File: config.mk
export PLATFORM = sky130hd
export DESIGN_NAME = cga_top
export DESIGN_NICKNAME = d
export VERILOG_FILES = /design/src/verilog/cga_pkg.sv /design/src/verilog/cga_addr_calc.sv /design/src/verilog/cga_apb_regs.sv /design/src/verilog/cga_top.sv
export VERILOG_INCLUDE_DIRS = /design/src /design/src/verilog
export SDC_FILE = /design/constraint.sdc
export NUM_CORES = 1
export LEC_CHECK = 0
export BUFFER_PORTS_ARGS = -buffer_cell sky130_fd_sc_hd__clkbuf_2
export CAP_MARGIN = 30
export CORE_MARGIN = 3
export CORE_UTILIZATION = 60
export DETAILED_ROUTE_END_ITERATION = 10
export PLACE_DENSITY = 0.86
export SLEW_MARGIN = 0
export SYNTH_ARGS = -nofsm -noshare
export SYNTH_HDL_FRONTEND = slang
export SYNTH_SLANG_ARGS = --single-unit
File: constraint.sdc
create_clock -name CLK_I -period 9.11 [get_ports CLK_I]
set_input_delay 1.3665 -clock CLK_I [delete_from_list [all_inputs] [get_ports CLK_I]]
set_output_delay 1.3665 -clock CLK_I [all_outputs]
set_load 0.01 [all_outputs]
File: src/verilog/cga_cfg.svh
// Constants for the character generator address block
`ifndef CGA_CFG_SVH
`define CGA_CFG_SVH
// APB register byte offsets
`define CGA_OFF_CTRL      12'h000
`define CGA_OFF_BASE      12'h004
`define CGA_OFF_CELL      12'h008
`define CGA_OFF_FETCH     12'h00c
`define CGA_OFF_ADDR      12'h010
`define CGA_OFF_STATUS    12'h014
// Control field positions
`define CGA_CTRL_ROMSRC   0
`define CGA_CTRL_FOLD     1
`define CGA_CTRL_TALL     2
// Reset values
`define CGA_CTRL_RST      3'h0
`define CGA_BASE_RST      16'h0000
`define CGA_CELL_RST      4'h7
`define CGA_WIDTH_RST     16'h013f
// Code ranges served by user character RAM, and the code bit cleared by fold
`define CGA_USR1_LO       8'h80
`define CGA_USR1_HI       8'h9f
`define CGA_USR2_LO       8'he0
`define CGA_FOLD_BIT      6
// Address layout
`define CGA_SHORT_SHIFT   3
`define CGA_TALL_SHIFT    4
`define CGA_SHORT_ROW_W   3
`define CGA_TALL_ROW_W    4
`define CGA_BYTE_BITS     8
`endif

File: src/verilog/cga_pkg.sv
// Types shared by the character generator address block
`default_nettype none
package cga_pkg;
  // One font fetch request
  typedef struct packed {
    logic [7:0] code;
    logic [3:0] row;
    logic [3:0] pixel;
    logic       last_cell;
  } cga_req_s;
  // One resolved fetch
  typedef struct packed {
    logic [15:0] addr;
    logic        user_ram;
    logic        blank;
  } cga_fetch_s;
  typedef enum logic [1:0] {
    CGA_IDLE,
    CGA_SETUP,
    CGA_ACCESS
  } cga_apb_e;
endpackage
`default_nettype wire

File: src/verilog/cga_addr_calc.sv
// Font address sum for one character row
`timescale 1ns/100ps
`default_nettype none
`include "cga_cfg.svh"
module cga_addr_calc
  import cga_pkg::*;
(
  // Settings
  input  wire logic [15:0] base_i,
  input  wire logic        tall_i,
  input  wire logic        fold_i,
  input  wire logic        rom_src_i,
  // Request
  input  wire logic [7:0]  code_i,
  input  wire logic [3:0]  row_i,
  // Result
  output logic [15:0]      addr_o,
  output logic             user_ram_o
);
  // User character RAM code ranges
  function automatic logic is_user(input logic [7:0] c);
    is_user = (c >= `CGA_USR1_LO && c <= `CGA_USR1_HI) ||
              (c >= `CGA_USR2_LO);
  endfunction

  logic [7:0]  code_eff;
  logic [15:0] code_term;
  logic [15:0] row_term;

  // Map code and fold bit 6 for the second user area
  always_comb begin
    code_eff = code_i;
    if (fold_i && code_i >= `CGA_USR2_LO) begin
      code_eff[`CGA_FOLD_BIT] = 1'b0; // [RULE_03]
    end
    user_ram_o = !rom_src_i || is_user(code_i); // [RULE_05] [RULE_06]
    if (tall_i) begin
      code_term = {4'h0, code_eff, 4'h0}; // [RULE_01] [RULE_13]
      row_term  = {12'h000, row_i}; // [RULE_02]
    end else begin
      code_term = {5'h00, code_eff, 3'h0}; // [RULE_01]
      row_term  = {13'h0000, row_i[2:0]}; // [RULE_02]
    end
    addr_o = 16'(base_i + code_term + row_term); // [RULE_14]
  end
endmodule
`default_nettype wire

File: src/verilog/cga_apb_regs.sv
// APB slave register file for the character generator block
`timescale 1ns/100ps
`default_nettype none
`include "cga_cfg.svh"
module cga_apb_regs
  import cga_pkg::*;
(
  input  wire logic        clk_i,
  input  wire logic        arst_n_i,
  // APB
  input  wire logic        psel_i,
  input  wire logic        penable_i,
  input  wire logic        pwrite_i,
  input  wire logic [11:0] paddr_i,
  input  wire logic [31:0] pwdata_i,
  output logic [31:0]      prdata_o,
  output logic             pready_o,
  output logic             pslverr_o,
  // Settings out
  output logic [2:0]       ctrl_o,
  output logic [15:0]      base_o,
  output logic [3:0]       cell_w_o,
  output logic [15:0]      width_o,
  output logic             fetch_go_o,
  output logic [16:0]      fetch_req_o,
  // State in
  input  wire cga_fetch_s  result_i,
  input  wire logic        busy_i
);
  logic acc;
  logic wr;
  assign acc = psel_i && penable_i;
  assign wr  = acc && pwrite_i;

  // Writable settings
  always_ff @(posedge clk_i or negedge arst_n_i) begin
    if (!arst_n_i) begin
      ctrl_o   <= `CGA_CTRL_RST;
      base_o   <= `CGA_BASE_RST;
      cell_w_o <= `CGA_CELL_RST;
      width_o  <= `CGA_WIDTH_RST;
    end else if (wr) begin
      case (paddr_i)
        `CGA_OFF_CTRL: ctrl_o <= pwdata_i[2:0];
        `CGA_OFF_BASE: base_o <= pwdata_i[15:0];
        `CGA_OFF_CELL: begin
          cell_w_o <= pwdata_i[3:0];
          width_o  <= pwdata_i[31:16];
        end
        default: ;
      endcase
    end
  end

  // Fetch launch pulse
  always_ff @(posedge clk_i or negedge arst_n_i) begin
    if (!arst_n_i) begin
      fetch_go_o  <= 1'b0;
      fetch_req_o <= 17'h00000;
    end else begin
      fetch_go_o <= wr && paddr_i == `CGA_OFF_FETCH;
      if (wr && paddr_i == `CGA_OFF_FETCH) begin
        fetch_req_o <= pwdata_i[16:0];
      end
    end
  end

  // Read data and answer, zero wait
  always_ff @(posedge clk_i or negedge arst_n_i) begin
    if (!arst_n_i) begin
      prdata_o  <= 32'h00000000;
      pready_o  <= 1'b0;
      pslverr_o <= 1'b0;
    end else begin
      pready_o  <= psel_i && !penable_i;
      pslverr_o <= 1'b0;
      prdata_o  <= 32'h00000000;
      if (psel_i && !penable_i) begin
        case (paddr_i)
          `CGA_OFF_CTRL:   prdata_o <= {29'h0, ctrl_o};
          `CGA_OFF_BASE:   prdata_o <= {16'h0, base_o};
          `CGA_OFF_CELL:   prdata_o <= {width_o, 12'h0, cell_w_o};
          `CGA_OFF_FETCH:  prdata_o <= {15'h0, fetch_req_o};
          `CGA_OFF_ADDR:   prdata_o <= {16'h0, result_i.addr};
          `CGA_OFF_STATUS: prdata_o <= {29'h0, busy_i,
                                        result_i.user_ram,
                                        result_i.blank};
          default:         pslverr_o <= 1'b1;
        endcase
      end
    end
  end
endmodule
`default_nettype wire

File: src/verilog/cga_top.sv
// Character generator fetch address block with APB registers
//
// Overview of operation
// RULE_01 - Fetch address is base plus shifted code plus row index.
// RULE_02 - Row index is the binary pixel row, 0-7 short, 0-15 tall.
// RULE_03 - Fold option clears code bit 6 in the second user area.
// RULE_04 - Host writing fonts with fold clears bit 6 itself.
// RULE_05 - Codes 80h-9Fh and E0h-FFh come from user character RAM.
// RULE_06 - Without the built-in ROM every code uses user RAM.
// RULE_07 - Size fields hold value minus one; logic adds one.
// RULE_08 - Host keeps cell width at least panel width over chars.
// RULE_09 - Host sets bytes per line from width/8 rounded up.
// RULE_10 - Host sets total line period at least bytes plus four.
// RULE_11 - Host picks oscillator above the line and frame bound.
// RULE_12 - Leftover pixels past the last whole cell are blanked.
// RULE_13 - Tall select picks 8-row or 16-row cell layout.
// RULE_14 - Address sum is 16 bits, carry discarded.
`timescale 1ns/100ps
`default_nettype none
`include "cga_cfg.svh"
module cga_top
  import cga_pkg::*;
(
  // Clock and reset
  input  wire logic        CLK_I,
  input  wire logic        ARST_N_I,
  // APB slave
  input  wire logic        PSEL_I,
  input  wire logic        PENABLE_I,
  input  wire logic        PWRITE_I,
  input  wire logic [11:0] PADDR_I,
  input  wire logic [31:0] PWDATA_I,
  output logic [31:0]      PRDATA_O,
  output logic             PREADY_O,
  output logic             PSLVERR_O,
  // Pixel stream fetch port
  input  wire logic        FETCH_VALID_I,
  input  wire cga_req_s    FETCH_REQ_I,
  output logic             FETCH_VALID_O,
  output logic [15:0]      FETCH_ADDR_O,
  output logic             FETCH_USER_RAM_O,
  output logic             FETCH_BLANK_O
);
  logic [2:0]  ctrl;
  logic [15:0] base;
  logic [3:0]  cell_w;
  logic [15:0] width;
  logic        sw_go;
  logic [16:0] sw_req;
  logic [15:0] addr;
  logic        user_ram;
  logic [7:0]  sel_code;
  logic [3:0]  sel_row;
  logic        sel_blank;
  logic [4:0]  cell_eff;
  logic [15:0] width_eff;
  cga_fetch_s  result;
  logic        busy;

  // Register file
  cga_apb_regs u_regs (
    .clk_i      (CLK_I),
    .arst_n_i   (ARST_N_I),
    .psel_i     (PSEL_I),
    .penable_i  (PENABLE_I),
    .pwrite_i   (PWRITE_I),
    .paddr_i    (PADDR_I),
    .pwdata_i   (PWDATA_I),
    .prdata_o   (PRDATA_O),
    .pready_o   (PREADY_O),
    .pslverr_o  (PSLVERR_O),
    .ctrl_o     (ctrl),
    .base_o     (base),
    .cell_w_o   (cell_w),
    .width_o    (width),
    .fetch_go_o (sw_go),
    .fetch_req_o(sw_req),
    .result_i   (result),
    .busy_i     (busy)
  );

  // Effective sizes are field plus one
  assign cell_eff  = 5'({1'b0, cell_w} + 5'h01); // [RULE_07]
  assign width_eff = 16'(width + 16'h0001); // [RULE_07]

  // Stream request wins over software probe
  always_comb begin
    if (FETCH_VALID_I) begin
      sel_code  = FETCH_REQ_I.code;
      sel_row   = FETCH_REQ_I.row;
      // Partial last cell pixels beyond the panel edge
      sel_blank = FETCH_REQ_I.last_cell &&
                  ({1'b0, FETCH_REQ_I.pixel} >= cell_eff); // [RULE_12]
    end else begin
      sel_code  = sw_req[7:0];
      sel_row   = sw_req[11:8];
      sel_blank = sw_req[16] &&
                  ({1'b0, sw_req[15:12]} >= cell_eff); // [RULE_12]
    end
  end

  // Address arithmetic
  cga_addr_calc u_calc (
    .base_i    (base),
    .tall_i    (ctrl[`CGA_CTRL_TALL]), // [RULE_13]
    .fold_i    (ctrl[`CGA_CTRL_FOLD]),
    .rom_src_i (ctrl[`CGA_CTRL_ROMSRC]),
    .code_i    (sel_code),
    .row_i     (sel_row),
    .addr_o    (addr),
    .user_ram_o(user_ram)
  );

  // Registered fetch outputs
  always_ff @(posedge CLK_I or negedge ARST_N_I) begin
    if (!ARST_N_I) begin
      FETCH_VALID_O    <= 1'b0;
      FETCH_ADDR_O     <= 16'h0000;
      FETCH_USER_RAM_O <= 1'b0;
      FETCH_BLANK_O    <= 1'b0;
    end else begin
      FETCH_VALID_O    <= FETCH_VALID_I || sw_go;
      FETCH_ADDR_O     <= addr;
      FETCH_USER_RAM_O <= user_ram;
      FETCH_BLANK_O    <= sel_blank; // [RULE_12]
    end
  end

  // Last result seen by software
  always_ff @(posedge CLK_I or negedge ARST_N_I) begin
    if (!ARST_N_I) begin
      result <= '0;
      busy   <= 1'b0;
    end else begin
      busy <= FETCH_VALID_I;
      if (FETCH_VALID_I || sw_go) begin
        result.addr     <= addr;
        result.user_ram <= user_ram;
        result.blank    <= sel_blank;
      end
    end
  end

  // Width kept for software, unused by fetch path
  logic unused_width;
  assign unused_width = ^width_eff;
endmodule
`default_nettype wire

==> results of run 1 <==
power breakdown:
part	switching (mW)	internal (mW)
clock	0.254	0.431
combinational	0.0470	0.0315
sequential	0.00491	0.583
final cells by class:
cell class                 instances  area (um^2)  share of cell area [%]
timing repair buffer             125          672                    8.98
clock buffer                      19          442                    5.90
clock inverter                    13          160                    2.14
inverter                          12         45.0                   0.602
tap                              133          166                    2.22
sequential                       129         3240                    43.3
multi-input combinational        333         2760                    36.9
worst register-to-register path, stage by stage (launching register included):
cell,delay [ps]
sky130_fd_sc_hd__dfrtp_1,560
sky130_fd_sc_hd__or2_2,380
sky130_fd_sc_hd__fa_1,480
sky130_fd_sc_hd__inv_1,40
sky130_fd_sc_hd__ha_1,350
sky130_fd_sc_hd__a211oi_1,280
sky130_fd_sc_hd__o21a_1,190
sky130_fd_sc_hd__nor3_1,80
sky130_fd_sc_hd__o311a_1,320
sky130_fd_sc_hd__xor2_1,160
sky130_fd_sc_hd__mux2_2,260
worst max path at each step:
stage                        endpoint  slack (ps)  depth (start not counted)
2_1_floorplan  result[17]$_DFFE_PN0P_        4440                         12
3_3_place_gp   result[17]$_DFFE_PN0P_        4560                         12
3_5_place_dp   result[17]$_DFFE_PN0P_        4450                         12
4_1_cts        result[17]$_DFFE_PN0P_        5010                         12
5_1_grt        result[16]$_DFFE_PN0P_        4690                         12
6_report       result[17]$_DFFE_PN0P_        5010                         12
per-stage QoR:
stage | total power, mW | setup WS, ps | hold slack [ps] | instances
2_1_floorplan | 0.631 | 4440 | 435 | 494
3_3_place_gp | 0.670 | 4560 | 450 | 728
3_5_place_dp | 0.673 | 4450 | 452 | 730
4_1_cts | 1.35 | 5010 | 465 | 762
5_1_grt | 1.40 | 4690 | 482 | 764
6_report | 1.35 | 5010 | 471 | 764
placed cells by master, fill, tap and decap left out, types with 4 or more instances in the layout:
cell	instances
sky130_fd_sc_hd__a211oi_1	4
sky130_fd_sc_hd__a21o_1	9
sky130_fd_sc_hd__a21oi_1	22
sky130_fd_sc_hd__a222oi_1	12
sky130_fd_sc_hd__and2_1	16
sky130_fd_sc_hd__clkbuf_16	16
sky130_fd_sc_hd__clkbuf_2	118
sky130_fd_sc_hd__clkinv_2	4
sky130_fd_sc_hd__dfrtp_1	119
sky130_fd_sc_hd__dfstp_2	10
sky130_fd_sc_hd__ha_1	32
sky130_fd_sc_hd__inv_1	11
sky130_fd_sc_hd__mux2_2	51
sky130_fd_sc_hd__mux2_4	20
sky130_fd_sc_hd__mux2i_1	7
sky130_fd_sc_hd__mux4_2	4
sky130_fd_sc_hd__nand2_1	33
sky130_fd_sc_hd__nand3_1	5
sky130_fd_sc_hd__nor2_1	43
sky130_fd_sc_hd__nor3_1	7
sky130_fd_sc_hd__o21ai_0	10
sky130_fd_sc_hd__xnor2_1	7
sky130_fd_sc_hd__xor2_1	6
registers in the layout (all words and copies together), names as in the netlist:
register and cells:
u_regs.ctrl_o 3, FETCH_ADDR_O 16, u_regs.base_o 16, u_regs.width_o 16, FETCH_USER_RAM_O 1, FETCH_VALID_O 1, u_regs.pready_o 1, u_regs.cell_w_o 4
FETCH_BLANK_O 1, u_regs.fetch_go_o 1, result 18, u_regs.pslverr_o 1, busy 1, u_regs.prdata_o 32, u_regs.fetch_req_o 17
cells by family after synthesis:
family                     Yosys count  synth area share (%)
and+or+nand+nor                    130                  10.5
DFF                                129                  52.9
adders and majority gates           34                  7.18
muxes                               82                  16.9
AOI/OAI and AO/OA                   74                  8.39
buffers and inverters               32                  2.35
xor gates and xnor gates            13                  1.86
layer usage:
metal	wire, um	vias to the layer above	part of all wire (%)	GRT usage [%]
met1	6510	2279	40	37.9
met4	482	0	2.9	13.6
met3	1250	40	7.6	6.74
met2	8190	266	50	51.0
li1	-	2025	-	-
met5	0	-	0	0
==> impl_metrics.prom, run 1 <==
# TYPE chip_impl_metric gauge
chip_impl_metric{name="cp_max_fo",unit=""} 17
chip_impl_metric{name="cts.hold.buffers_added",unit=""} 0
chip_impl_metric{name="fraction_of_post_synthesis_cell_area_in_the_top_cell_type_by_area",unit="%"} 48.6
chip_impl_metric{name="final_design_area_no_fill",unit="mm^2"} 0.00748
chip_impl_metric{name="synth_enable_flop_cells",unit=""} 0
chip_impl_metric{name="fp-row-count",unit=""} 36
chip_impl_metric{name="fp.dieArea",unit="mm^2"} 0.0115
chip_impl_metric{name="critical_path_buffers_and_inverters",unit=""} 1
chip_impl_metric{name="clk_path_buf_depth",unit=""} 2
chip_impl_info{name="cts_tree",value="done"} 1
chip_impl_metric{name="worst_setup_hold_path_clk_slew",unit="ps"} 60
chip_impl_info{name="status",value="finished clean"} 1
chip_impl_metric{name="tightest_slew",unit="ps"} 1030
chip_impl_metric{name="i_o_pin_count",unit=""} 120
chip_impl_metric{name="cellLeakagePower",unit="nW"} 3.92
chip_impl_metric{name="worst_r2r_path_depth",unit=""} 10
chip_impl_info{name="worst_r2r_startpoint",value="u_regs.ctrl_o[2]$_DFFE_PN0P_"} 1
chip_impl_metric{name="postCtsSetupRepairBufs",unit=""} 0
chip_impl_info{name="crit_path_top_delay_cell",value="sky130_fd_sc_hd__mux2_2"} 1
chip_impl_metric{name="avgSynthCellArea",unit="um^2"} 12.4
chip_impl_metric{name="final_max_slew_viol_count",unit=""} 0
chip_impl_metric{name="numPortBuffers",unit=""} 119
chip_impl_metric{name="r2r_slack",unit="ps"} 5900
chip_impl_metric{name="final_antenna_violating_net_count",unit=""} 0
chip_impl_info{name="hp-start",value="result[4]$_DFFE_PN0P_"} 1
chip_impl_info{name="min_to",value="result[4]$_DFFE_PN0P_"} 1
chip_impl_info{name="crit-reg2reg-capture",value="result[17]$_DFFE_PN0P_"} 1
chip_impl_metric{name="layout-drive-gt1-share",unit="%"} 40.1
chip_impl_metric{name="initial_antenna_violation_count",unit=""} 0
chip_impl_metric{name="coreArea",unit="mm^2"} 0.00986
chip_impl_metric{name="grt.total_usage",unit="%"} 30.5
chip_impl_metric{name="dp_hpwl",unit="um"} 11500
chip_impl_metric{name="synth_async_sr_flop_share",unit="%"} 100
chip_impl_metric{name="ir_drop",unit="uV"} 118
chip_impl_metric{name="syn-num-nets",unit=""} 595
chip_impl_metric{name="period_share",unit="%"} 45.0
chip_impl_metric{name="grt_start_max_net_pins",unit=""} 85
chip_impl_info{name="setup_crit_start",value="FETCH_VALID_I"} 1
chip_impl_metric{name="layout.filler_cells",unit=""} 607
chip_impl_metric{name="fin_clk_skew",unit="ps"} 5.88
chip_impl_metric{name="synth-seq-cells",unit=""} 129
chip_impl_metric{name="timing.final.crit_period",unit="ps"} 4100
chip_impl_metric{name="post_cts_resized",unit=""} 0
chip_impl_metric{name="die_height",unit="um"} 107
chip_impl_metric{name="final_weighted_congestion_in_routability_driven_placement",unit=""} 0.891
chip_impl_info{name="startpoint_type",value="primary input"} 1
chip_impl_metric{name="dr.first_iter.drc_count",unit=""} 400
chip_impl_info{name="critPathTopFamily",value="multiplexers"} 1
chip_impl_metric{name="routedWlPerCell",unit="um"} 21.5
chip_impl_metric{name="fin_util",unit="%"} 75.9
chip_impl_metric{name="worst_path_largest_cell_delay",unit="ps"} 440
chip_impl_metric{name="powerDensity",unit="mW/mm^2"} 181
chip_impl_metric{name="setup_viol_count_final",unit=""} 0
chip_impl_metric{name="antenna_cells",unit=""} 0
chip_impl_metric{name="synth.cell_area",unit="mm^2"} 0.00613
chip_impl_metric{name="number_of_buffers_created_by_cts",unit=""} 17
chip_impl_metric{name="drtPass1Iterations",unit=""} 6
chip_impl_metric{name="timing.slew.headroom",unit="%"} 31.1
chip_impl_info{name="yosys.area.top_type",value="sky130_fd_sc_hd__dfrtp_1"} 1
chip_impl_metric{name="drv_cap",unit=""} 0
chip_impl_metric{name="arrival",unit="ps"} 4500
chip_impl_info{name="hold_class",value="reg2reg"} 1
chip_impl_metric{name="grt_first_pass_wirelength",unit="um"} 26100
chip_impl_metric{name="grt_overflow",unit=""} 0
chip_impl_info{name="post_synth_most_frequent_cells",value="119 x sky130_fd_sc_hd__dfrtp_1, 51 x sky130_fd_sc_hd__mux2_2, 43 x sky130_fd_sc_hd__nor2_1"} 1
chip_impl_info{name="clock-root-buffer",value="sky130_fd_sc_hd__clkbuf_8"} 1
chip_impl_metric{name="numClockSinks",unit=""} 129
chip_impl_metric{name="grt_pass1_vias",unit=""} 4872
chip_impl_metric{name="worst_ep_required_time",unit="ps"} 9520
chip_impl_info{name="timing_worst_setup_path_type",value="in2reg"} 1
chip_impl_info{name="rsz0062_at_grt",value="no"} 1
chip_impl_metric{name="placed_cell_area",unit="mm^2"} 0.00685
chip_impl_metric{name="yosys.cell_types.count",unit=""} 54
chip_impl_metric{name="drcViolationCount",unit=""} 0
chip_impl_metric{name="synthesis.instances",unit=""} 494
chip_impl_metric{name="insertion_delay",unit="ps"} 520
chip_impl_info{name="synthMostInstantiatedCell",value="sky130_fd_sc_hd__dfrtp_1"} 1
chip_impl_metric{name="syn2layout_area_growth",unit="%"} 22.1
chip_impl_metric{name="finalWirelength",unit="um"} 16400
chip_impl_info{name="biggest_area_contributors_in_the_synthesized_netlist",value="sky130_fd_sc_hd__dfrtp_1 49%, sky130_fd_sc_hd__mux2_2 9.4%, sky130_fd_sc_hd__ha_1 6.5%, sky130_fd_sc_hd__mux2_4 4.9%, sky130_fd_sc_hd__dfstp_2 4.3%"} 1
chip_impl_info{name="ys_dominant_reg_cell",value="sky130_fd_sc_hd__dfrtp_1"} 1
chip_impl_metric{name="design.final.nets",unit=""} 719
chip_impl_metric{name="yosysWarnings",unit=""} 0
chip_impl_metric{name="depth_of_the_cts_h_tree",unit=""} 4
chip_impl_info{name="worstPathCellList",value="clkbuf_2 -> mux2_2 -> a31o_2 -> a21oi_1 -> ha_1 -> ha_1 -> and3_1 -> nand3_1 -> nor3_1 -> o311a_1 -> xor2_1 -> mux2_2"} 1
chip_impl_metric{name="timing_hold_violations_final",unit=""} 0
chip_impl_metric{name="hold-path-cell-count",unit=""} 2
chip_impl_info{name="cp-end-kind",value="register"} 1
chip_impl_metric{name="die_w",unit="um"} 107
chip_impl_metric{name="floorplan.initialDensity",unit="%"} 62.2
chip_impl_metric{name="fmax",unit="MHz"} 244
chip_impl_metric{name="synth-seq-area-share",unit="%"} 52.9
chip_impl_metric{name="detailroute.via_count",unit=""} 4610
chip_impl_metric{name="vias_per_cell",unit=""} 6.03
chip_impl_metric{name="fin_tns_setup",unit="ps"} 0
No activity file was read; power rests on OpenSTA's default activity.
==> inputs of run 2 (changes only) <==
--- a/config.mk
+++ b/config.mk
@@ -9,9 +9,9 @@
 export BUFFER_PORTS_ARGS = -buffer_cell sky130_fd_sc_hd__clkbuf_2
 export CAP_MARGIN = 30
 export CORE_MARGIN = 3
-export CORE_UTILIZATION = 60
+export CORE_UTILIZATION = 50
 export DETAILED_ROUTE_END_ITERATION = 10
-export PLACE_DENSITY = 0.86
+export PLACE_DENSITY = 0.76
 export SLEW_MARGIN = 0
 export SYNTH_ARGS = -nofsm -noshare
 export SYNTH_HDL_FRONTEND = slang
==> constraint.sdc (replaced) <==
create_clock -name CLK_I -period 3.3 [get_ports CLK_I]
set_input_delay 0.495 -clock CLK_I [delete_from_list [all_inputs] [get_ports CLK_I]]
set_output_delay 0.495 -clock CLK_I [all_outputs]
set_load 0.01 [all_outputs]
==> run 2 against run 1 <==
  * Power grew to 2.9 times the previous value
  * Non-clock buffer count grew 30
  * Die area grew 19%
  * Flip-flop and latch count is the same
  * Combinational power grew to 2.9 times the previous value
  * Hold slack lost 320 ps
  * Routed wire length shrank 5.8%
  * Clock-buffer cell count grew 1
  * Largest cell class unchanged
==> impl_metrics.prom, run 2 (same netlist as run 1, synthesis figures left out) <==
# TYPE chip_impl_metric gauge
chip_impl_info{name="status",value="finished clean"} 1
chip_impl_metric{name="die_w",unit="um"} 117
chip_impl_metric{name="routedWlPerCell",unit="um"} 19.3
chip_impl_info{name="reg.largest.list",value="u_regs.prdata_o (32), result (18), u_regs.fetch_req_o (17)"} 1
chip_impl_info{name="cp-end-kind",value="register"} 1
chip_impl_info{name="crit-reg2reg-capture",value="result[11]$_DFFE_PN0P_"} 1
chip_impl_metric{name="postCtsSetupRepairBufs",unit=""} 0
chip_impl_metric{name="die_height",unit="um"} 117
chip_impl_metric{name="timing.final.crit_period",unit="ps"} 3140
chip_impl_metric{name="dp_hpwl",unit="um"} 10800
chip_impl_metric{name="worst_r2r_path_depth",unit=""} 10
chip_impl_metric{name="vias_per_cell",unit=""} 5.67
chip_impl_info{name="timing_worst_setup_path_type",value="reg2reg"} 1
chip_impl_metric{name="depth_of_the_cts_h_tree",unit=""} 4
chip_impl_metric{name="floorplan.initialDensity",unit="%"} 52.4
chip_impl_metric{name="power_switching_share",unit="%"} 21.1
chip_impl_metric{name="period_share",unit="%"} 95.3
chip_impl_metric{name="i_o_pin_count",unit=""} 120
chip_impl_metric{name="insertion_delay",unit="ps"} 420
chip_impl_metric{name="post-route-worst-setup-slack",unit="ps"} 156
chip_impl_metric{name="ir_drop",unit="uV"} 385
chip_impl_metric{name="timing.slew.headroom",unit="%"} 53.5
chip_impl_metric{name="antenna_cells",unit=""} 0
chip_impl_metric{name="grt_overflow",unit=""} 0
chip_impl_metric{name="seq_power_share",unit="%"} 41.2
chip_impl_metric{name="dpl_worst_slack",unit="ps"} -239
chip_impl_metric{name="number_of_buffers_created_by_cts",unit=""} 17
chip_impl_metric{name="finalWirelength",unit="um"} 15500
chip_impl_metric{name="final_antenna_violating_net_count",unit=""} 0
chip_impl_metric{name="worst_hold_margin",unit="ps"} 147
chip_impl_metric{name="design.final.nets",unit=""} 749
chip_impl_metric{name="arrival",unit="ps"} 3450
chip_impl_metric{name="numClockSinks",unit=""} 129
chip_impl_metric{name="cp_max_fo",unit=""} 9
chip_impl_metric{name="drv_cap",unit=""} 0
chip_impl_metric{name="fmax",unit="MHz"} 318
chip_impl_info{name="startpoint_type",value="register"} 1
chip_impl_info{name="worstPathCellList",value="or2_2 -> fa_1 -> inv_1 -> ha_1 -> a211oi_2 -> o21a_1 -> nor2_1 -> a21boi_0 -> xnor2_1 -> mux2_2"} 1
chip_impl_metric{name="fp.dieArea",unit="mm^2"} 0.0136
chip_impl_metric{name="worst_setup_hold_path_clk_slew",unit="ps"} 60
chip_impl_metric{name="r2r_slack",unit="ps"} 160
chip_impl_metric{name="largest_register_ff_count",unit=""} 32
chip_impl_metric{name="cellLeakagePower",unit="nW"} 4.08
chip_impl_metric{name="timing_hold_violations_final",unit=""} 0
chip_impl_metric{name="fin_tns_setup",unit="ps"} 0
chip_impl_info{name="cts_tree",value="done"} 1
chip_impl_metric{name="grt.total_usage",unit="%"} 24.2
chip_impl_metric{name="worst_path_largest_cell_delay",unit="ps"} 520
chip_impl_metric{name="grt_first_pass_wirelength",unit="um"} 24800
chip_impl_info{name="endpoint",value="result[11]$_DFFE_PN0P_"} 1
chip_impl_metric{name="final_max_slew_viol_count",unit=""} 0
chip_impl_metric{name="numPortBuffers",unit=""} 119
chip_impl_metric{name="detailroute.via_count",unit=""} 4562
chip_impl_metric{name="clock_power_share",unit="%"} 53.0
chip_impl_info{name="commonest_cells_after_routing_fill_and_taps_aside",value="119 x sky130_fd_sc_hd__dfrtp_1, 117 x sky130_fd_sc_hd__clkbuf_2, 51 x sky130_fd_sc_hd__mux2_2"} 1
chip_impl_info{name="hold_class",value="in2async"} 1
chip_impl_metric{name="drcViolationCount",unit=""} 0
chip_impl_metric{name="clk_path_buf_depth",unit=""} 2
chip_impl_metric{name="drtPass1Iterations",unit=""} 5
chip_impl_metric{name="fin_clk_skew",unit="ps"} 10.1
chip_impl_metric{name="final_weighted_congestion_in_routability_driven_placement",unit=""} 0.973
chip_impl_metric{name="grt_start_max_net_pins",unit=""} 130
chip_impl_info{name="rsz0062_at_grt",value="no"} 1
chip_impl_info{name="max_flop_register",value="u_regs.prdata_o"} 1
chip_impl_metric{name="layout-drive-gt1-share",unit="%"} 43.3
chip_impl_metric{name="fp-row-count",unit=""} 39
chip_impl_metric{name="syn2layout_area_growth",unit="%"} 26.9
chip_impl_info{name="setup_crit_start",value="u_regs.ctrl_o[2]$_DFFE_PN0P_"} 1
chip_impl_metric{name="coreArea",unit="mm^2"} 0.0117
chip_impl_metric{name="grt_pass1_vias",unit=""} 4780
chip_impl_info{name="worst_r2r_startpoint",value="u_regs.ctrl_o[2]$_DFFE_PN0P_"} 1
chip_impl_metric{name="tightest_slew",unit="ps"} 697
chip_impl_metric{name="p_comb_share",unit="%"} 5.8
chip_impl_metric{name="worst_ep_required_time",unit="ps"} 3600
chip_impl_metric{name="dr.first_iter.drc_count",unit=""} 506
chip_impl_metric{name="total_net_switching_power",unit="uW"} 833
chip_impl_info{name="most_common_library_cell_in_the_layout_ignoring_fill_and_taps",value="sky130_fd_sc_hd__dfrtp_1"} 1
chip_impl_metric{name="setup_viol_count_final",unit=""} 0
chip_impl_info{name="crit_path_top_delay_cell",value="sky130_fd_sc_hd__dfrtp_1"} 1
chip_impl_info{name="clock-root-buffer",value="sky130_fd_sc_hd__clkbuf_16"} 1
chip_impl_metric{name="powerDensity",unit="mW/mm^2"} 507
chip_impl_metric{name="initial_antenna_violation_count",unit=""} 0
chip_impl_metric{name="internal-power",unit="mW"} 3.11
==> run 2: worst max-delay path: cells and delay by family, from the launching register on <==
family / cells / cell delay, ps
flip-flops: 1 / 520
adder cells (fa/ha/maj): 2 / 790
buffers and inverters: 1 / 50
XOR/XNOR: 1 / 150
AND/OR/NAND/NOR: 2 / 460
multiplexers: 1 / 280
AO/OA/AOI/OAI: 3 / 770
==> run 2: worst min-delay path by stage <==
stage / start / endpoint / slack (ps) / cells past startpoint
2_1_floorplan: ARST_N_I / FETCH_ADDR_O[0]$_DFF_PN0_ / 200 / 0
3_3_place_gp: result[4]$_DFFE_PN0P_ / result[4]$_DFFE_PN0P_ / 450 / 2
3_5_place_dp: u_regs.width_o[14]$_DFFE_PN0P_ / u_regs.prdata_o[30]$_DFF_PN0_ / 470 / 1
4_1_cts: ARST_N_I / u_regs.prdata_o[20]$_DFF_PN0_ / 210 / 2
5_1_grt: ARST_N_I / u_regs.prdata_o[20]$_DFF_PN0_ / 200 / 2
6_report: ARST_N_I / u_regs.prdata_o[20]$_DFF_PN0_ / 150 / 2
==> run 2: layer usage <==
metal | GRT usage (%) | up-vias | wire length, um
met4 | 11.2 | 0 | 514
met2 | 38.8 | 216 | 7360
li1 | - | 2091 | -
met1 | 30.2 | 2220 | 6460
met3 | 7.46 | 35 | 1140
met5 | 0 | - | 0
==> run 2: final cells by class <==
class | count | area (um^2)
flip-flops and latches | 129 | 3240
well taps | 143 | 179
clock buffers | 20 | 467
multi-input cells | 333 | 2760
repair buffers | 155 | 883
inverters | 12 | 45.0
clock inverters | 12 | 204
fillers | 875 | 3930
==> run 2: power groups by stage <==
stage	Combinational [mW]	Sequential (mW)	Clock (mW)
finish	0.228	1.62	2.09
CTS	0.229	1.62	2.12
floorplan	0.0923	1.65	0
detailed placement	0.226	1.65	0
global placement	0.219	1.65	0
global route	0.254	1.62	2.19
==> run 2: per-stage QoR <==
step	instance area, um^2	util (%)	power [mW]	instances
after CTS	7780	66.4	3.97	804
after global routing	7780	66.5	4.07	804
after detailed placement	7110	60.7	1.88	772
final	7780	66.5	3.94	804
after floorplan	6150	-	1.74	494
after global placement	7110	60.7	1.87	772
==> run 2: what timing repair did <==
action	4_1_cts	5_1_grt
hold buffers	0	0
hold endpoints to repair	0	0
gates resized for setup	0	3
setup endpoints to repair	0	1
==> inputs of run 3 (changes only) <==
--- a/config.mk
+++ b/config.mk
@@ -9,9 +9,9 @@
 export BUFFER_PORTS_ARGS = -buffer_cell sky130_fd_sc_hd__clkbuf_2
 export CAP_MARGIN = 30
 export CORE_MARGIN = 3
-export CORE_UTILIZATION = 50
+export CORE_UTILIZATION = 45
 export DETAILED_ROUTE_END_ITERATION = 10
-export PLACE_DENSITY = 0.76
+export PLACE_DENSITY = 0.7
 export SLEW_MARGIN = 0
 export SYNTH_ARGS = -nofsm -noshare
 export SYNTH_HDL_FRONTEND = slang
==> run 3 against run 2 <==
  * Critical path depth increased by 1
  * Clock-buffer cell count did not move
  * Clock power shrank 12%
==> impl_metrics.prom, run 3 (same netlist as run 1, synthesis figures left out) <==
# TYPE chip_impl_metric gauge
chip_impl_info{name="status",value="finished clean"} 1
chip_impl_metric{name="arrival",unit="ps"} 3390
chip_impl_metric{name="powerDensity",unit="mW/mm^2"} 475
chip_impl_info{name="max_flop_register",value="u_regs.prdata_o"} 1
chip_impl_metric{name="fmax",unit="MHz"} 323
chip_impl_metric{name="syn2layout_area_growth",unit="%"} 26.8
chip_impl_metric{name="period_share",unit="%"} 93.7
chip_impl_metric{name="numClockSinks",unit=""} 129
chip_impl_metric{name="timing.slew.headroom",unit="%"} 59.0
chip_impl_metric{name="placed_cell_area",unit="mm^2"} 0.00718
chip_impl_metric{name="drtPass1Iterations",unit=""} 5
chip_impl_metric{name="worst_hold_margin",unit="ps"} 82.9
chip_impl_metric{name="globalRouteMet1Util",unit="%"} 28.4
chip_impl_metric{name="grt_overflow",unit=""} 0
chip_impl_metric{name="initial_antenna_violation_count",unit=""} 0
chip_impl_metric{name="final_weighted_congestion_in_routability_driven_placement",unit=""} 0.898
chip_impl_metric{name="critical_path_buffers_and_inverters",unit=""} 0
chip_impl_metric{name="setup_viol_count_final",unit=""} 0
chip_impl_info{name="critPathTopFamily",value="compound AO/OA/AOI/OAI gates"} 1
chip_impl_metric{name="depth_of_the_cts_h_tree",unit=""} 4
chip_impl_metric{name="area.sequential",unit="mm^2"} 0.00324
chip_impl_info{name="worst_r2r_startpoint",value="u_regs.fetch_req_o[7]$_DFFE_PN0P_"} 1
chip_impl_info{name="top_usage_layer",value="met2"} 1
chip_impl_metric{name="timing.final.crit_period",unit="ps"} 3090
chip_impl_metric{name="final_antenna_violating_net_count",unit=""} 0
chip_impl_metric{name="tightest_slew",unit="ps"} 615
chip_impl_info{name="startpoint_type",value="register"} 1
chip_impl_info{name="rsz0062_at_grt",value="no"} 1
chip_impl_info{name="reg.largest.list",value="u_regs.prdata_o (32), result (18), u_regs.fetch_req_o (17)"} 1
chip_impl_metric{name="drcViolationCount",unit=""} 0
chip_impl_info{name="timing_worst_setup_path_type",value="reg2reg"} 1
chip_impl_info{name="crit-reg2reg-capture",value="result[17]$_DFFE_PN0P_"} 1
chip_impl_metric{name="drv_cap",unit=""} 0
chip_impl_metric{name="worst_path_largest_cell_delay",unit="ps"} 430
chip_impl_metric{name="floorplan.initialDensity",unit="%"} 46.1
chip_impl_metric{name="dpl_worst_slack",unit="ps"} -132
chip_impl_metric{name="insertion_delay",unit="ps"} 420
chip_impl_metric{name="dp_hpwl",unit="um"} 11300
chip_impl_metric{name="multi_input_area",unit="mm^2"} 0.00277
chip_impl_metric{name="clk_path_buf_depth",unit=""} 2
chip_impl_metric{name="fin_tns_setup",unit="ps"} 0
chip_impl_metric{name="die_height",unit="um"} 123
chip_impl_info{name="commonest_cells_after_routing_fill_and_taps_aside",value="119 x sky130_fd_sc_hd__dfrtp_1, 118 x sky130_fd_sc_hd__clkbuf_2, 51 x sky130_fd_sc_hd__mux2_2"} 1
chip_impl_metric{name="i_o_pin_count",unit=""} 120
chip_impl_metric{name="grt_first_pass_wirelength",unit="um"} 24800
chip_impl_metric{name="cellLeakagePower",unit="nW"} 4.06
chip_impl_metric{name="numPortBuffers",unit=""} 119
chip_impl_metric{name="number_of_buffers_created_by_cts",unit=""} 17
chip_impl_info{name="cts_tree",value="done"} 1
chip_impl_info{name="crit_path_top_delay_cell",value="sky130_fd_sc_hd__dfrtp_1"} 1
chip_impl_metric{name="final_design_area_no_fill",unit="mm^2"} 0.00777
chip_impl_metric{name="final_max_slew_viol_count",unit=""} 0
chip_impl_info{name="most_common_library_cell_in_the_layout_ignoring_fill_and_taps",value="sky130_fd_sc_hd__dfrtp_1"} 1
chip_impl_metric{name="fp-row-count",unit=""} 42
chip_impl_metric{name="timing_hold_violations_final",unit=""} 0
chip_impl_metric{name="finalWirelength",unit="um"} 15500
chip_impl_metric{name="fp.dieArea",unit="mm^2"} 0.0151
chip_impl_metric{name="antenna_cells",unit=""} 0
chip_impl_metric{name="cts.hold.buffers_added",unit=""} 0
chip_impl_metric{name="cp_max_fo",unit=""} 5
chip_impl_metric{name="fin_util",unit="%"} 58.5
chip_impl_metric{name="layout-drive-gt1-share",unit="%"} 43.5
chip_impl_metric{name="largest_register_ff_count",unit=""} 32
chip_impl_info{name="cp-end-kind",value="register"} 1
chip_impl_metric{name="worst_setup_hold_path_clk_slew",unit="ps"} 60
chip_impl_metric{name="vias_per_cell",unit=""} 5.39
chip_impl_metric{name="design.final.nets",unit=""} 753
chip_impl_metric{name="grt.met3_usage",unit="%"} 5.94
chip_impl_metric{name="worst_ep_required_time",unit="ps"} 3600
chip_impl_metric{name="detailroute.via_count",unit=""} 4532
chip_impl_metric{name="post-route-worst-setup-slack",unit="ps"} 207
chip_impl_metric{name="fin_clk_skew",unit="ps"} 6.95
chip_impl_metric{name="coreArea",unit="mm^2"} 0.0133
chip_impl_metric{name="grt_pass1_vias",unit=""} 4645
chip_impl_info{name="hold_class",value="in2async"} 1
chip_impl_metric{name="layout.filler_cells",unit=""} 1112
chip_impl_metric{name="grt_use_met2",unit="%"} 35.3
chip_impl_info{name="worstPathCellList",value="mux2_2 -> a31o_2 -> a21oi_1 -> ha_1 -> ha_1 -> a21oi_1 -> o211ai_1 -> o211a_1 -> o311a_1 -> xor2_1 -> mux2_2"} 1
chip_impl_metric{name="worst_r2r_path_depth",unit=""} 11
chip_impl_metric{name="die_w",unit="um"} 123
chip_impl_metric{name="grt_start_max_net_pins",unit=""} 83
chip_impl_info{name="clock-root-buffer",value="sky130_fd_sc_hd__clkbuf_16"} 1
chip_impl_metric{name="dr.first_iter.drc_count",unit=""} 350
chip_impl_metric{name="r2r_slack",unit="ps"} 210
chip_impl_metric{name="routedWlPerCell",unit="um"} 18.4
chip_impl_metric{name="grt.total_usage",unit="%"} 21.9
chip_impl_metric{name="ir_drop",unit="uV"} 332
chip_impl_metric{name="postCtsSetupRepairBufs",unit=""} 0
run 3: changes by cell type in the layout (fill, tap and decap cells not counted), sizes merged:
cell | previous run | this run
buf | 37 | 41
inv | 13 | 12
clkinvlp | 3 | 4
clkinv | 3 | 6
bufinv | 5 | 2
run 3: power breakdown:
| group | switching (mW) | internal (mW) | leakage [nW] |
|---|---|---|---|
| clock | 0.692 | 1.15 | 0.278 |
| combinational | 0.129 | 0.0990 | 2.08 |
| sequential | 0.0127 | 1.61 | 1.71 |
run 3: how the worst max path moves through the flow:
stage | startpoint | end | slack (ps) | cells past startpoint
floorplan | FETCH_VALID_I | result[17]$_DFFE_PN0P_ | 20 | 13
global placement | FETCH_VALID_I | result[17]$_DFFE_PN0P_ | -140 | 13
detailed placement | FETCH_VALID_I | result[14]$_DFFE_PN0P_ | -130 | 12
CTS | u_regs.fetch_req_o[7]$_DFFE_PN0P_ | result[17]$_DFFE_PN0P_ | 220 | 11
global route | u_regs.fetch_req_o[7]$_DFFE_PN0P_ | result[17]$_DFFE_PN0P_ | 20 | 11
finish | u_regs.fetch_req_o[7]$_DFFE_PN0P_ | result[17]$_DFFE_PN0P_ | 210 | 11
run 3: cell type report:
class	instances	area share (%)
sequential	129	41.7
multi-input combinational	333	35.6
timing repair buffer	159	11.7
clock buffer	20	5.87
tap	176	2.83
clock inverter	12	1.74
inverter	12	0.579
run 3: layer usage:
layer / up-vias / wire (um)
li1: 2101 / -
met1: 2234 / 6650
met2: 172 / 7430
met3: 25 / 1070
met4: 0 / 350
met5: - / 0
run 3: through the flow:
stage               total power, mW  std cells
CTS                            3.73        841
floorplan                      1.74        494
global placement               1.87        809
global route                   3.83        841
finish                         3.69        841
detailed placement             1.88        809
run 3: repair_timing:
item                                    in CTS  in global routing
endpoints found under the hold margin        0                  0
endpoints found under the setup margin       0                  1
gates resized for setup                      0                  1
